$ cat src/fpes_pkg.sv
package fpes_pkg;

  // Flash command codes
  localparam logic [7:0] FPES_CMD_READ_ARRAY = 8'hFF;
  localparam logic [7:0] FPES_CMD_CONFIRM = 8'hD0;
  localparam logic [7:0] FPES_CMD_PROG = 8'h40;
  localparam logic [7:0] FPES_CMD_PROG_ALT = 8'h10;
  localparam logic [7:0] FPES_CMD_BUF_PROG = 8'hE8;
  localparam logic [7:0] FPES_CMD_ERASE_SETUP = 8'h20;
  localparam logic [7:0] FPES_CMD_CHIP_SETUP = 8'h30;
  localparam logic [7:0] FPES_CMD_CLR_STATUS = 8'h50;

  // Largest transfer count minus one per bus width
  localparam logic [7:0] FPES_CNT_MAX_BYTE = 8'h1F;
  localparam logic [7:0] FPES_CNT_MAX_WORD = 8'h0F;

  // Flash status and extended status bit positions
  localparam int FPES_ST_READY = 7;
  localparam int FPES_ST_ERASE_ERR = 5;
  localparam int FPES_ST_PROG_ERR = 4;
  localparam int FPES_ST_SUPPLY_ERR = 3;
  localparam int FPES_ST_LOCK_ERR = 1;
  localparam int FPES_XST_BUF_AVAIL = 7;

  // Register byte offsets
  localparam logic [11:0] FPES_REG_CTRL = 12'h000;
  localparam logic [11:0] FPES_REG_ADDR = 12'h004;
  localparam logic [11:0] FPES_REG_DATA = 12'h008;
  localparam logic [11:0] FPES_REG_COUNT = 12'h00C;
  localparam logic [11:0] FPES_REG_STATUS = 12'h010;
  localparam logic [11:0] FPES_REG_RDATA = 12'h014;
  localparam logic [11:0] FPES_BUF_BASE = 12'h080;
  localparam logic [11:0] FPES_BUF_LAST = 12'h0FC;
  localparam int FPES_BUF_IDX_LSB = 2;

  // Control register fields
  localparam int FPES_CTRL_START = 0;
  localparam int FPES_CTRL_OP_LSB = 1;
  localparam int FPES_CTRL_OP_W = 3;
  localparam int FPES_CTRL_BYTE = 4;
  localparam int FPES_CTRL_WP_HIGH = 5;
  localparam int FPES_CTRL_ALT = 6;

  // Status register fields
  localparam int FPES_STS_BUSY = 0;
  localparam int FPES_STS_DONE = 1;
  localparam int FPES_STS_ERR = 2;
  localparam int FPES_STS_REFUSED = 3;
  localparam int FPES_STS_PIN = 4;
  localparam int FPES_STS_FLASH_LSB = 8;

  typedef enum logic [2:0] {
    FPES_OP_BLOCK_ERASE = 3'h0,
    FPES_OP_CHIP_ERASE = 3'h1,
    FPES_OP_WORD_PROG = 3'h2,
    FPES_OP_BUF_PROG = 3'h3,
    FPES_OP_CLR_STATUS = 3'h4,
    FPES_OP_READ_ARRAY = 3'h5
  } fpes_op_e;

  // Flash bus timing
  localparam int FPES_CLK_NS = 8;
  localparam int FPES_T_WE_LOW_NS = 50;
  localparam int FPES_T_WE_HIGH_NS = 30;
  localparam int FPES_T_READ_NS = 100;
  localparam int FPES_WE_LOW_CYC = (FPES_T_WE_LOW_NS + FPES_CLK_NS - 1) / FPES_CLK_NS;
  localparam int FPES_WE_HIGH_CYC = (FPES_T_WE_HIGH_NS + FPES_CLK_NS - 1) / FPES_CLK_NS;
  localparam int FPES_READ_CYC = (FPES_T_READ_NS + FPES_CLK_NS - 1) / FPES_CLK_NS;
  localparam logic [7:0] FPES_WE_LOW_LOAD = 8'(FPES_WE_LOW_CYC - 1);
  localparam logic [7:0] FPES_WE_HIGH_LOAD = 8'(FPES_WE_HIGH_CYC - 1);
  localparam logic [7:0] FPES_READ_LOAD = 8'(FPES_READ_CYC - 1);

endpackage : fpes_pkg

$ cat src/fpes_buf_mem.sv
`timescale 1ns/1ps
module fpes_buf_mem #(
  parameter int WIDTH = 16,
  parameter int DEPTH = 32
) (
  // Clock
  input wire logic clk,
  input wire logic clk_en,
  // Write port
  input wire logic wr_en,
  input wire logic [$clog2(DEPTH)-1:0] wr_addr,
  input wire logic [WIDTH-1:0] wr_data,
  // Read port
  input wire logic [$clog2(DEPTH)-1:0] rd_addr,
  output logic [WIDTH-1:0] rd_data
);

  logic [WIDTH-1:0] mem [DEPTH];

  always_ff @(posedge clk) begin
    if (clk_en && wr_en) begin
      mem[wr_addr] <= wr_data;
    end
  end

  // Registered read keeps the flash data path free of a long mux
  always_ff @(posedge clk) begin
    if (clk_en) begin
      rd_data <= mem[rd_addr];
    end
  end

endmodule : fpes_buf_mem

$ cat src/fpes_host.sv
// Function
// - Block erase is a setup write then confirm, both at an address in the block.
// - Word program is setup 40H or 10H, then one address and data write.
// - Buffered setup returns extended status; retry setup until buffer available.
// - Next write is count minus one, within byte or word limit.
// - Data writes start at start address within range, then confirm.
// - Buffered program refused while program or erase error bit is set.
`timescale 1ns/1ps
module fpes_host #(
  parameter int ADDR_W = 21,
  parameter int BUF_DEPTH = 32
) (
  // Clock and reset
  input wire logic clk,
  input wire logic clk_en,
  input wire logic sys_rst,
  // APB slave
  input wire logic psel,
  input wire logic penable,
  input wire logic pwrite,
  input wire logic [11:0] paddr,
  input wire logic [31:0] pwdata,
  output logic [31:0] prdata,
  output logic pready,
  output logic pslverr,
  // Flash pins
  output logic [ADDR_W-1:0] fl_addr,
  output logic [15:0] fl_dq_o,
  output logic fl_dq_oe,
  input wire logic [15:0] fl_dq_i,
  output logic fl_ce_n,
  output logic fl_oe_n,
  output logic fl_we_n,
  output logic fl_byte_n,
  output logic fl_wp_n,
  input wire logic fl_ready_busy
);
  import fpes_pkg::*;

  localparam int IDX_W = $clog2(BUF_DEPTH);

  generate
    if (ADDR_W < 16 || ADDR_W > 32 || BUF_DEPTH < 32 || BUF_DEPTH > 256) begin : g_bad_param
      $error("fpes_host: unsupported ADDR_W or BUF_DEPTH");
    end
  endgenerate

  typedef enum logic [7:0] {
    S_IDLE = 8'h01,
    S_SETUP = 8'h02,
    S_XSR = 8'h04,
    S_COUNT = 8'h08,
    S_LOAD = 8'h10,
    S_CONFIRM = 8'h20,
    S_POLL = 8'h40,
    S_READ = 8'h80
  } fpes_state_e;

  typedef enum logic [2:0] {
    B_IDLE = 3'b001,
    B_STROBE = 3'b010,
    B_RECOVER = 3'b100
  } fpes_bus_e;

  fpes_state_e state;
  fpes_bus_e bstate;
  fpes_op_e op;
  logic [ADDR_W-1:0] tgt_addr;
  logic [15:0] data_reg;
  logic [7:0] count;
  logic alt_code;
  logic busy;
  logic done;
  logic err;
  logic refused;
  logic [7:0] flash_status;
  logic [15:0] rdata;
  logic [IDX_W-1:0] idx;
  logic [7:0] btimer;
  logic cyc_go;
  logic cyc_done;
  logic [15:0] cyc_rdata;
  logic cyc_wr;
  logic [ADDR_W-1:0] cyc_addr;
  logic [15:0] cyc_data;
  logic [7:0] setup_code;
  logic [15:0] mem_rdata;
  logic [31:0] status_word;
  logic apb_acc;
  logic apb_wr;
  logic buf_hit;
  logic start_req;
  logic [7:0] cnt_max;
  logic start_bad;

  assign apb_acc = psel && penable && !pready;
  assign apb_wr = apb_acc && pwrite;
  assign buf_hit = (paddr >= FPES_BUF_BASE) && (paddr <= FPES_BUF_LAST) && (paddr[1:0] == 2'h0);
  assign start_req = apb_wr && (paddr == FPES_REG_CTRL) && pwdata[FPES_CTRL_START] && !busy;
  assign cnt_max = pwdata[FPES_CTRL_BYTE] ? FPES_CNT_MAX_BYTE : FPES_CNT_MAX_WORD;

  // Bad start: unknown op, buffer program with stale errors or oversize count
  always_comb begin
    start_bad = 1'b0;
    if (pwdata[FPES_CTRL_OP_LSB +: FPES_CTRL_OP_W] > FPES_OP_READ_ARRAY) begin
      start_bad = 1'b1;
    end else if (pwdata[FPES_CTRL_OP_LSB +: FPES_CTRL_OP_W] == FPES_OP_BUF_PROG) begin
      start_bad = flash_status[FPES_ST_PROG_ERR] || flash_status[FPES_ST_ERASE_ERR]
                  || (count > cnt_max);
    end
  end

  fpes_buf_mem #(
    .WIDTH(16),
    .DEPTH(BUF_DEPTH)
  ) u_buf (
    .clk(clk),
    .clk_en(clk_en),
    .wr_en(apb_wr && buf_hit),
    .wr_addr(paddr[FPES_BUF_IDX_LSB +: IDX_W]),
    .wr_data(pwdata[15:0]),
    .rd_addr(idx),
    .rd_data(mem_rdata)
  );

  always_comb begin
    status_word = 32'h0;
    status_word[FPES_STS_BUSY] = busy;
    status_word[FPES_STS_DONE] = done;
    status_word[FPES_STS_ERR] = err;
    status_word[FPES_STS_REFUSED] = refused;
    status_word[FPES_STS_PIN] = fl_ready_busy;
    status_word[FPES_STS_FLASH_LSB +: 8] = flash_status;
  end

  // APB slave answers one cycle into the access phase
  always_ff @(posedge clk) begin
    if (sys_rst) begin
      pready <= 1'b0;
      pslverr <= 1'b0;
      prdata <= 32'h0;
    end else if (clk_en) begin
      pready <= apb_acc;
      pslverr <= 1'b0;
      prdata <= 32'h0;
      if (apb_acc) begin
        if (paddr == FPES_REG_CTRL) begin
          prdata[FPES_CTRL_OP_LSB +: FPES_CTRL_OP_W] <= op;
          prdata[FPES_CTRL_BYTE] <= !fl_byte_n;
          prdata[FPES_CTRL_WP_HIGH] <= fl_wp_n;
          prdata[FPES_CTRL_ALT] <= alt_code;
        end else if (paddr == FPES_REG_ADDR) begin
          prdata <= 32'(tgt_addr);
        end else if (paddr == FPES_REG_DATA) begin
          prdata <= 32'(data_reg);
        end else if (paddr == FPES_REG_COUNT) begin
          prdata <= 32'(count);
        end else if (paddr == FPES_REG_STATUS) begin
          prdata <= status_word;
        end else if (paddr == FPES_REG_RDATA) begin
          prdata <= 32'(rdata);
        end else if (!buf_hit) begin
          pslverr <= 1'b1;
        end
      end
    end
  end

  // Configuration registers; locked while a sequence runs
  always_ff @(posedge clk) begin
    if (sys_rst) begin
      tgt_addr <= '0;
      data_reg <= 16'h0;
      count <= 8'h0;
      op <= FPES_OP_BLOCK_ERASE;
      fl_byte_n <= 1'b1;
      fl_wp_n <= 1'b0;
      alt_code <= 1'b0;
    end else if (clk_en && apb_wr && !busy) begin
      if (paddr == FPES_REG_CTRL) begin
        op <= fpes_op_e'(pwdata[FPES_CTRL_OP_LSB +: FPES_CTRL_OP_W]);
        fl_byte_n <= !pwdata[FPES_CTRL_BYTE];
        fl_wp_n <= pwdata[FPES_CTRL_WP_HIGH];
        alt_code <= pwdata[FPES_CTRL_ALT];
      end else if (paddr == FPES_REG_ADDR) begin
        tgt_addr <= pwdata[ADDR_W-1:0];
      end else if (paddr == FPES_REG_DATA) begin
        data_reg <= pwdata[15:0];
      end else if (paddr == FPES_REG_COUNT) begin
        count <= pwdata[7:0];
      end
    end
  end

  always_comb begin
    case (op)
      FPES_OP_BLOCK_ERASE: setup_code = FPES_CMD_ERASE_SETUP;
      FPES_OP_CHIP_ERASE: setup_code = FPES_CMD_CHIP_SETUP;
      FPES_OP_WORD_PROG: setup_code = alt_code ? FPES_CMD_PROG_ALT : FPES_CMD_PROG;
      FPES_OP_BUF_PROG: setup_code = FPES_CMD_BUF_PROG;
      FPES_OP_CLR_STATUS: setup_code = FPES_CMD_CLR_STATUS;
      default: setup_code = FPES_CMD_READ_ARRAY;
    endcase
  end

  // Flash cycle chosen by sequencer state
  always_comb begin
    cyc_wr = 1'b1;
    cyc_addr = tgt_addr;
    cyc_data = 16'(setup_code);
    case (state)
      S_XSR: cyc_wr = 1'b0;
      S_COUNT: cyc_data = 16'(count);
      S_LOAD: begin
        if (op == FPES_OP_BUF_PROG) begin
          cyc_addr = ADDR_W'(tgt_addr + ADDR_W'(idx));
          cyc_data = mem_rdata;
        end else begin
          cyc_data = data_reg;
        end
      end
      S_CONFIRM: cyc_data = 16'(FPES_CMD_CONFIRM);
      S_POLL: cyc_wr = 1'b0;
      S_READ: cyc_wr = 1'b0;
      default: cyc_wr = 1'b1;
    endcase
  end

  // Sequencer
  always_ff @(posedge clk) begin
    if (sys_rst) begin
      state <= S_IDLE;
      busy <= 1'b0;
      done <= 1'b0;
      err <= 1'b0;
      refused <= 1'b0;
      flash_status <= 8'h0;
      rdata <= 16'h0;
      idx <= '0;
      cyc_go <= 1'b0;
    end else if (clk_en) begin
      cyc_go <= 1'b0;
      if (state == S_IDLE) begin
        if (start_req) begin
          done <= start_bad;
          refused <= start_bad;
          err <= 1'b0;
          if (!start_bad) begin
            busy <= 1'b1;
            state <= S_SETUP;
          end
        end
      end else if (cyc_done) begin
        case (state)
          S_SETUP: begin
            if (op == FPES_OP_BLOCK_ERASE || op == FPES_OP_CHIP_ERASE) begin
              state <= S_CONFIRM;
            end else if (op == FPES_OP_WORD_PROG) begin
              state <= S_LOAD;
            end else if (op == FPES_OP_BUF_PROG) begin
              state <= S_XSR;
            end else if (op == FPES_OP_READ_ARRAY) begin
              state <= S_READ;
            end else begin
              flash_status <= 8'h0;
              busy <= 1'b0;
              done <= 1'b1;
              state <= S_IDLE;
            end
          end
          S_XSR: begin
            // Setup is dropped by the device when no buffer is free
            state <= cyc_rdata[FPES_XST_BUF_AVAIL] ? S_COUNT : S_SETUP;
          end
          S_COUNT: begin
            idx <= '0;
            state <= S_LOAD;
          end
          S_LOAD: begin
            if (op != FPES_OP_BUF_PROG) begin
              state <= S_POLL;
            end else if (idx == count[IDX_W-1:0]) begin
              state <= S_CONFIRM;
            end else begin
              idx <= idx + 1'b1;
            end
          end
          S_CONFIRM: state <= S_POLL;
          S_POLL: begin
            // Reads give status without a command until finished
            if (cyc_rdata[FPES_ST_READY]) begin
              flash_status <= cyc_rdata[7:0];
              err <= cyc_rdata[FPES_ST_ERASE_ERR] || cyc_rdata[FPES_ST_PROG_ERR]
                     || cyc_rdata[FPES_ST_SUPPLY_ERR] || cyc_rdata[FPES_ST_LOCK_ERR];
              busy <= 1'b0;
              done <= 1'b1;
              state <= S_IDLE;
            end
          end
          default: begin
            rdata <= cyc_rdata;
            busy <= 1'b0;
            done <= 1'b1;
            state <= S_IDLE;
          end
        endcase
      end else if (bstate == B_IDLE && !cyc_go) begin
        cyc_go <= 1'b1;
      end
    end
  end

  // Flash bus cycle engine; data stays driven through recovery so the
  // rising write strobe latches stable address and data
  always_ff @(posedge clk) begin
    if (sys_rst) begin
      bstate <= B_IDLE;
      btimer <= 8'h0;
      fl_addr <= '0;
      fl_dq_o <= 16'h0;
      fl_dq_oe <= 1'b0;
      fl_ce_n <= 1'b1;
      fl_oe_n <= 1'b1;
      fl_we_n <= 1'b1;
      cyc_done <= 1'b0;
      cyc_rdata <= 16'h0;
    end else if (clk_en) begin
      cyc_done <= 1'b0;
      case (bstate)
        B_IDLE: begin
          if (cyc_go) begin
            fl_addr <= cyc_addr;
            fl_ce_n <= 1'b0;
            if (cyc_wr) begin
              fl_we_n <= 1'b0;
              fl_dq_oe <= 1'b1;
              fl_dq_o <= cyc_data;
              btimer <= FPES_WE_LOW_LOAD;
            end else begin
              fl_oe_n <= 1'b0;
              btimer <= FPES_READ_LOAD;
            end
            bstate <= B_STROBE;
          end
        end
        B_STROBE: begin
          if (btimer != 8'h0) begin
            btimer <= btimer - 8'h01;
          end else begin
            if (!fl_oe_n) begin
              cyc_rdata <= fl_dq_i;
            end
            fl_we_n <= 1'b1;
            fl_oe_n <= 1'b1;
            btimer <= FPES_WE_HIGH_LOAD;
            bstate <= B_RECOVER;
          end
        end
        default: begin
          if (btimer != 8'h0) begin
            btimer <= btimer - 8'h01;
          end else begin
            fl_ce_n <= 1'b1;
            fl_dq_oe <= 1'b0;
            cyc_done <= 1'b1;
            bstate <= B_IDLE;
          end
        end
      endcase
    end
  end

endmodule : fpes_host

$ cat config.mk
export PLATFORM = sky130hd
export DESIGN_NAME = fpes_host
export DESIGN_NICKNAME = d
export VERILOG_FILES = /design/src/fpes_pkg.sv /design/src/fpes_buf_mem.sv /design/src/fpes_host.sv
export SDC_FILE = /design/constraint.sdc
export NUM_CORES = 1
export LEC_CHECK = 0
export BUFFER_PORTS_ARGS = -buffer_cell sky130_fd_sc_hd__buf_2
export CELL_PAD_IN_SITES_DETAIL_PLACEMENT = 1
export CELL_PAD_IN_SITES_GLOBAL_PLACEMENT = 2
export CORE_UTILIZATION = 49
export DETAILED_ROUTE_END_ITERATION = 12
export GPL_ROUTABILITY_DRIVEN = 0
export PLACE_DENSITY_LB_ADDON = 0.25
export SLEW_MARGIN = 20
export SYNTH_ARGS = -nofsm -noshare
export SYNTH_HDL_FRONTEND = slang
export SYNTH_SLANG_ARGS = --single-unit
$ cat constraint.sdc
create_clock -name clk -period 10.28 [get_ports clk]
set_clock_uncertainty 0.2 [all_clocks]
set_input_delay 2.056 -clock clk [delete_from_list [all_inputs] [get_ports clk]]
set_output_delay 2.056 -clock clk [all_outputs]
set_load 0.01 [all_outputs]
* Word level (Yosys, flattened, before mapping)
Memories as Yosys holds them, arrays and structs flattened. A register that Yosys moved wholly into a read port is not among the register bits. Cells that the tools add are included.
Word-level totals: flip-flop bits (word level) 196, latch bits 0, bits in writable memories 512, bits in read-only memories 0, input bits 67, word-level logic and storage cells 251, memories kept 1
Memory list:
- u_buf.mem | words 32, width 16, read ports 1, clocked after Yosys merged registers in 1, wr ports 1, RTL line fpes_buf_mem.sv:18 | logic [WIDTH-1:0] mem [DEPTH];
Cells by class: $add $sub $neg 3, multipliers 0, divide/modulo/power cells 0, magnitude comparators 4, equality and inequality tests 44, shifts and indexed selects 0, mux-type cells 101, bitwise gates (word level) 9, reductions and logical operators 60
Operators by type and width (number):
- 8-bit two-way mux | 19
- 16-bit two-way mux | 5
- 21-bit two-way mux | 3
- 1-bit two-way mux | 49
- 16-bit case mux with 3 select lines | 1
- 8-bit case mux with 6 select lines | 1
- 8-bit case mux with 5 select lines | 1
- 32-bit two-way mux | 1
- 8-bit case mux with 2 select lines | 2
- 2-bit inequality test, second input constant | 14
- 25-bit two-way mux | 1
- 5-bit AND reduction | 5
- 12-bit by 4-bit equality test with 1-bit output, second input constant | 2
- 12-bit by 5-bit equality test with 1-bit output, second input constant | 2
- 4-bit AND reduction | 6
- 21-bit by 5-bit adder with 21-bit output | 1
- 9-bit AND reduction | 2
- 5-bit two-way mux | 3
- 3-bit inequality test, second input constant | 5
- 1-bit logical AND | 13
- 12-bit by 3-bit equality test with 1-bit output, second input constant | 1
- 3-bit by 2-bit equality test with 1-bit output, second input constant | 4
- 12-bit by 8-bit >= comparator with 1-bit output, second input constant | 1
- 12-bit by 8-bit less-or-equal comparator with 1-bit output, second input constant | 1
- 43 further kinds | 78

* Logic depth before layout (Yosys ltp)
word-level depth 11, mapped depth 10

* Modules after synthesis
From an unflattened synthesis, not the netlist that was laid out.
Unflattened totals: cells, all modules 2212, area, all modules 29552.1 um2
Modules (own cells, without submodules):
- fpes_buf_mem | instances 1, cells an instance 1145, area an instance 20699.9 um2, seq. area each 15855.2 um2
- fpes_host | instances 1, cells an instance 1067, area an instance 8852.2 um2, seq. area each 3703.6 um2

* Least setup slack after synthesis
No wires, ideal clock.
path kind in2reg, from input port paddr[1], to memory u_buf.mem[20][0], enable pin, data arrival time 4313 ps, required time 9671 ps, setup slack 5358 ps, stages on the path 5, path through nor4_1 nand2_1 nor3_1 nand4b_1 nor3_1
On the way: longest elaborated chain between the ends 7
Ends and longest elaborated chain:
- from (decl) | RTL line fpes_host.sv:21 | input wire logic [11:0] paddr,
- 12-bit by 8-bit >= comparator with 1-bit output / 12-bit by 8-bit less-or-equal comparator with 1-bit output (equally long branches) | RTL line fpes_host.sv:98 | assign buf_hit = (paddr >= FPES_BUF_BASE) && (paddr <= FPES_BUF_LAST) && (paddr[1:0] == 2'h0);
- 1-bit logical AND | RTL line fpes_host.sv:98
- 1-bit logical AND * | RTL line fpes_host.sv:98
- 1-bit logical AND * | RTL line fpes_host.sv:119 | .wr_en(apb_wr && buf_hit),
- 1-bit logical AND * | RTL line fpes_buf_mem.sv:21 | if (clk_en && wr_en) begin
- 1-bit two-way mux * | RTL line fpes_buf_mem.sv:21
- 1-bit two-way mux (not written as such) * | RTL line fpes_buf_mem.sv:22 | mem[wr_addr] <= wr_data;
- to (decl) | RTL line fpes_buf_mem.sv:18
Every way passes the cells marked *; elsewhere a longest branch is shown, timed or not.

* Worst setup path in the final report
from input port clk_en, to memory u_buf.mem[19][8], enable pin
On the way: longest elaborated chain between the ends 3
Ends and longest elaborated chain:
- from (decl) | RTL line fpes_host.sv:15 | input wire logic clk_en,
- 1-bit logical AND | RTL line fpes_buf_mem.sv:21
- 1-bit two-way mux | RTL line fpes_buf_mem.sv:21
- 1-bit two-way mux (not written as such) | RTL line fpes_buf_mem.sv:22
Every way passes these cells.

==> results.md <==
* Run status: finished, final reports clean
* Count of port buffers added during placement at 121
* Areal power density over the cells at around 180 nW/um2
* Die height at 244 um
* Number of global-route vias before repair at 17,608
* Kind of start point of the critical path: input pin
* Core area at between 50,000 and 60,000 um2
* Worst vdd ir at 0.000144 V
* Category of the most critical setup path: in -> reg
* Worst Path Buf+Inv at 3
* Maximum level of the CTS H-tree at 3
* IO Count at approximately 140
* Number of hold violations in the final report at 0
* Data required time at the worst endpoint at 10.40 ns
* Nets at 2,018
* Clock transition at the register clock pins on the worst setup and hold paths after CTS at 0.06 ns
* Number of violations of the max-capacitance limit at 0
* Antenna violations before repair at 4
* Number of iterations in the first detailed-routing pass at 4
* All-layer global routing usage at 0.259
* Pins over their slew limit at 0
* Synth top area share at 0.551
* P_leak at between 10 and 15 nW
* Most frequent cells after synthesis: sky130_fd_sc_hd__edfxtp_1 (528), sky130_fd_sc_hd__dfxtp_1 (185), sky130_fd_sc_hd__nor2_1 (177), sky130_fd_sc_hd__mux4_2 (163), sky130_fd_sc_hd__nand2_1 (87)
* Effective utilization at floorplan at 0.497
* Highest net fanout along the worst path at 31
* Layout filler cell count at 5,364
* Hold Crit Depth at 2
* Global route overflow at 0
* Min Clock Period, post-route at 5.15 ns
* Crit-path max cell delay at around 0.84 ns
* Total setup buffers inserted after CTS at 0
* Dpl hpwl at 47.6 mm
* Latest clock arrival within the worst-skew pair at approximately 0.63 ns
* Number of buffers between clock root and the deepest sink at 3
* Post-CTS Hold Fix Bufs at 0
* Transition time of the tightest slew-check pin at 1.11 ns
* Cell with the most instances after synthesis: sky130_fd_sc_hd__edfxtp_1
* Cell variety after synth at 72
* Cell seen most often among critical-path stages: sky130_fd_sc_hd__buf_4
* Wire length of the first global-routing pass at 114 mm
* Post-placement worst setup slack at around 4.6 ns
* Share of synthesized registers carrying an async set or reset at 0
* Number of clock buffers inserted by TritonCTS at 75
* Setup tns final at 0 ns
* Unrepaired setup endpoints after global routing: no
* TritonCTS sink count at 713
* Slowest stage cell, crit path: sky130_fd_sc_hd__nor2_1
* Sort of element at the end of the critical path: flip-flop
* Number of setup violations in the final report at 0
* Drt first-iter violations at around 1,300
* Placed Cells incl. Taps at approximately 2,600
* Top FF cell, synth: sky130_fd_sc_hd__edfxtp_1
* Maximum number of pins on one net before global-route repair at 93
* Horizontal extent of the die at 244 um
* Cell types with the largest area share after synthesis: sky130_fd_sc_hd__edfxtp_1 (55%), sky130_fd_sc_hd__dfxtp_1 (13%), sky130_fd_sc_hd__mux4_2 (13%)
* Maximum achievable frequency at between 150 and 200 MHz
* List of cells traversed by the critical path: buf_2 > buf_4 > nand4b_1 > nor3_1 > nand3_1 > nor2_1 > buf_4
* P&R area growth vs syn at 13.9%
* Netlist area before placement at 28,800 um2
* Placement Rows at just under 90
* Syn. warnings at 0
* Relative slew margins at 0.254
* Share of final-layout standard cells stronger than drive strength 1 at 0.250
* DRC errors left at 0
* Wire length after detailed routing at 75.6 mm
* Critical path depth at 7
* Total power at between 0.005 and 0.006 W
* Post-DR wirelength/cell at 27.3 um
* Die Area at 59,700 um2
* Root buffer selected by CTS: sky130_fd_sc_hd__clkbuf_16
* Class of the most critical hold timing path: reg -> reg
* FF+latch count, synth at roughly 700
* Final cell count without fillers at 2,766
* Worst Setup Slack, final at 5.13 ns
* Largest delay contributor family on the critical path: simple AND/OR/NAND/NOR gates
* Depth of the worst register-to-register path at 9
* Vias per std cell at 6.02
* Register area share after synthesis at 0.679
* Via count of the routed design at 16,639
* Max FFs per register at 512
* Number of instances in the synthesized netlist at ~1,800
* Final worst-path cycle share at 0.501
* Post-synth EDFFs at between 500 and 600
* Dominant cell type by area after synthesis: sky130_fd_sc_hd__edfxtp_1
* Post_cts resized at 0
* Remaining antenna violation count at 0
* Most flop-heavy register: u_buf.mem
* Mean Syn Cell Area at 16.0 um2
* Arrival time reported for the critical path endpoint at roughly 5.3 ns
* CTS tree: yes
cell families (layout without fill, tap and decap cells):
logic type / after synthesis / count (layout) / share of synthesized area
flops: 713 / 713 / 0.679
compound gates: 225 / 225 / 0.0537
fa+ha+maj: 9 / 9 / 0.00417
other cells: 1 / 12 / 0.000130
xor+xnor: 32 / 32 / 0.00973
simple gates: 420 / 420 / 0.0689
mux: 263 / 263 / 0.163
buf+inv: 140 / 327 / 0.0209
per-stage QoR:
stage           util  hold slack, ns  instance area (um2)
4_1_cts        0.566           0.255                32800
5_1_grt        0.566           0.281                32800
3_5_place_dp   0.523           0.247                30300
2_1_floorplan      -           0.236                28800
6_report       0.566           0.245                32800
3_3_place_gp   0.523           0.237                30300
worst register-to-register path, delay by kind of cell (launching register included):
family                     cells  cell delay (ns)
buffers and inverters          2             1.70
AOI/OAI and AO/OA              4             0.85
adders and majority gates      1             0.44
DFF                            1             0.39
and+or+nand+nor                1             0.17
xor gates and xnor gates       1             0.16
worst paths after layout:
| check | slack [ns] | end | start |
|---|---|---|---|
| setup / recovery | 5.13 | u_buf.mem[19][8] | clk_en |
| setup reg to reg | 6.22 | fl_addr[19] | idx[1] |
| hold reg to reg | 0.25 | fl_dq_oe | fl_dq_oe |
| hold / removal | 0.25 | fl_dq_oe | fl_dq_oe |
cell usage in the layout (no fill, tap or decap), drive strengths merged, types with 39 or more instances in the layout:
cell type	n
clkbuf	92
a21oi	58
o21ai	39
edfxtp	528
dfxtp	185
nand2	87
mux2i	80
buf	174
mux4	163
nor2	177
routing by layer:
layer  up-vias  share of wire  global-route usage
li1       7326              -                   -
met1      8612           0.41               0.335
met2       561           0.50               0.435
met3       140          0.052              0.0462
met4         0          0.037               0.100
met5         -              0                   0
report_power, final:
part	leakage, nW	switching, W	internal [W]
sequential	6.25	0.000000974	0.00309
clock	1.22	0.00115	0.00160
combinational	3.24	0.0000727	0.0000150
total	10.7	0.00122	0.00470
final cells by class:
class,instances,area (um2),area share
antenna,1,2.50,0.0000763
timing repair buffer,174,1010,0.0307
sequential,713,19600,0.597
tap,765,957,0.0292
clock inverter,43,489,0.0149
inverter,18,67.6,0.00206
multi-input combinational,960,8700,0.265
clock buffer,92,2000,0.0610
Note: power is estimated with default switching activity, not from simulation.
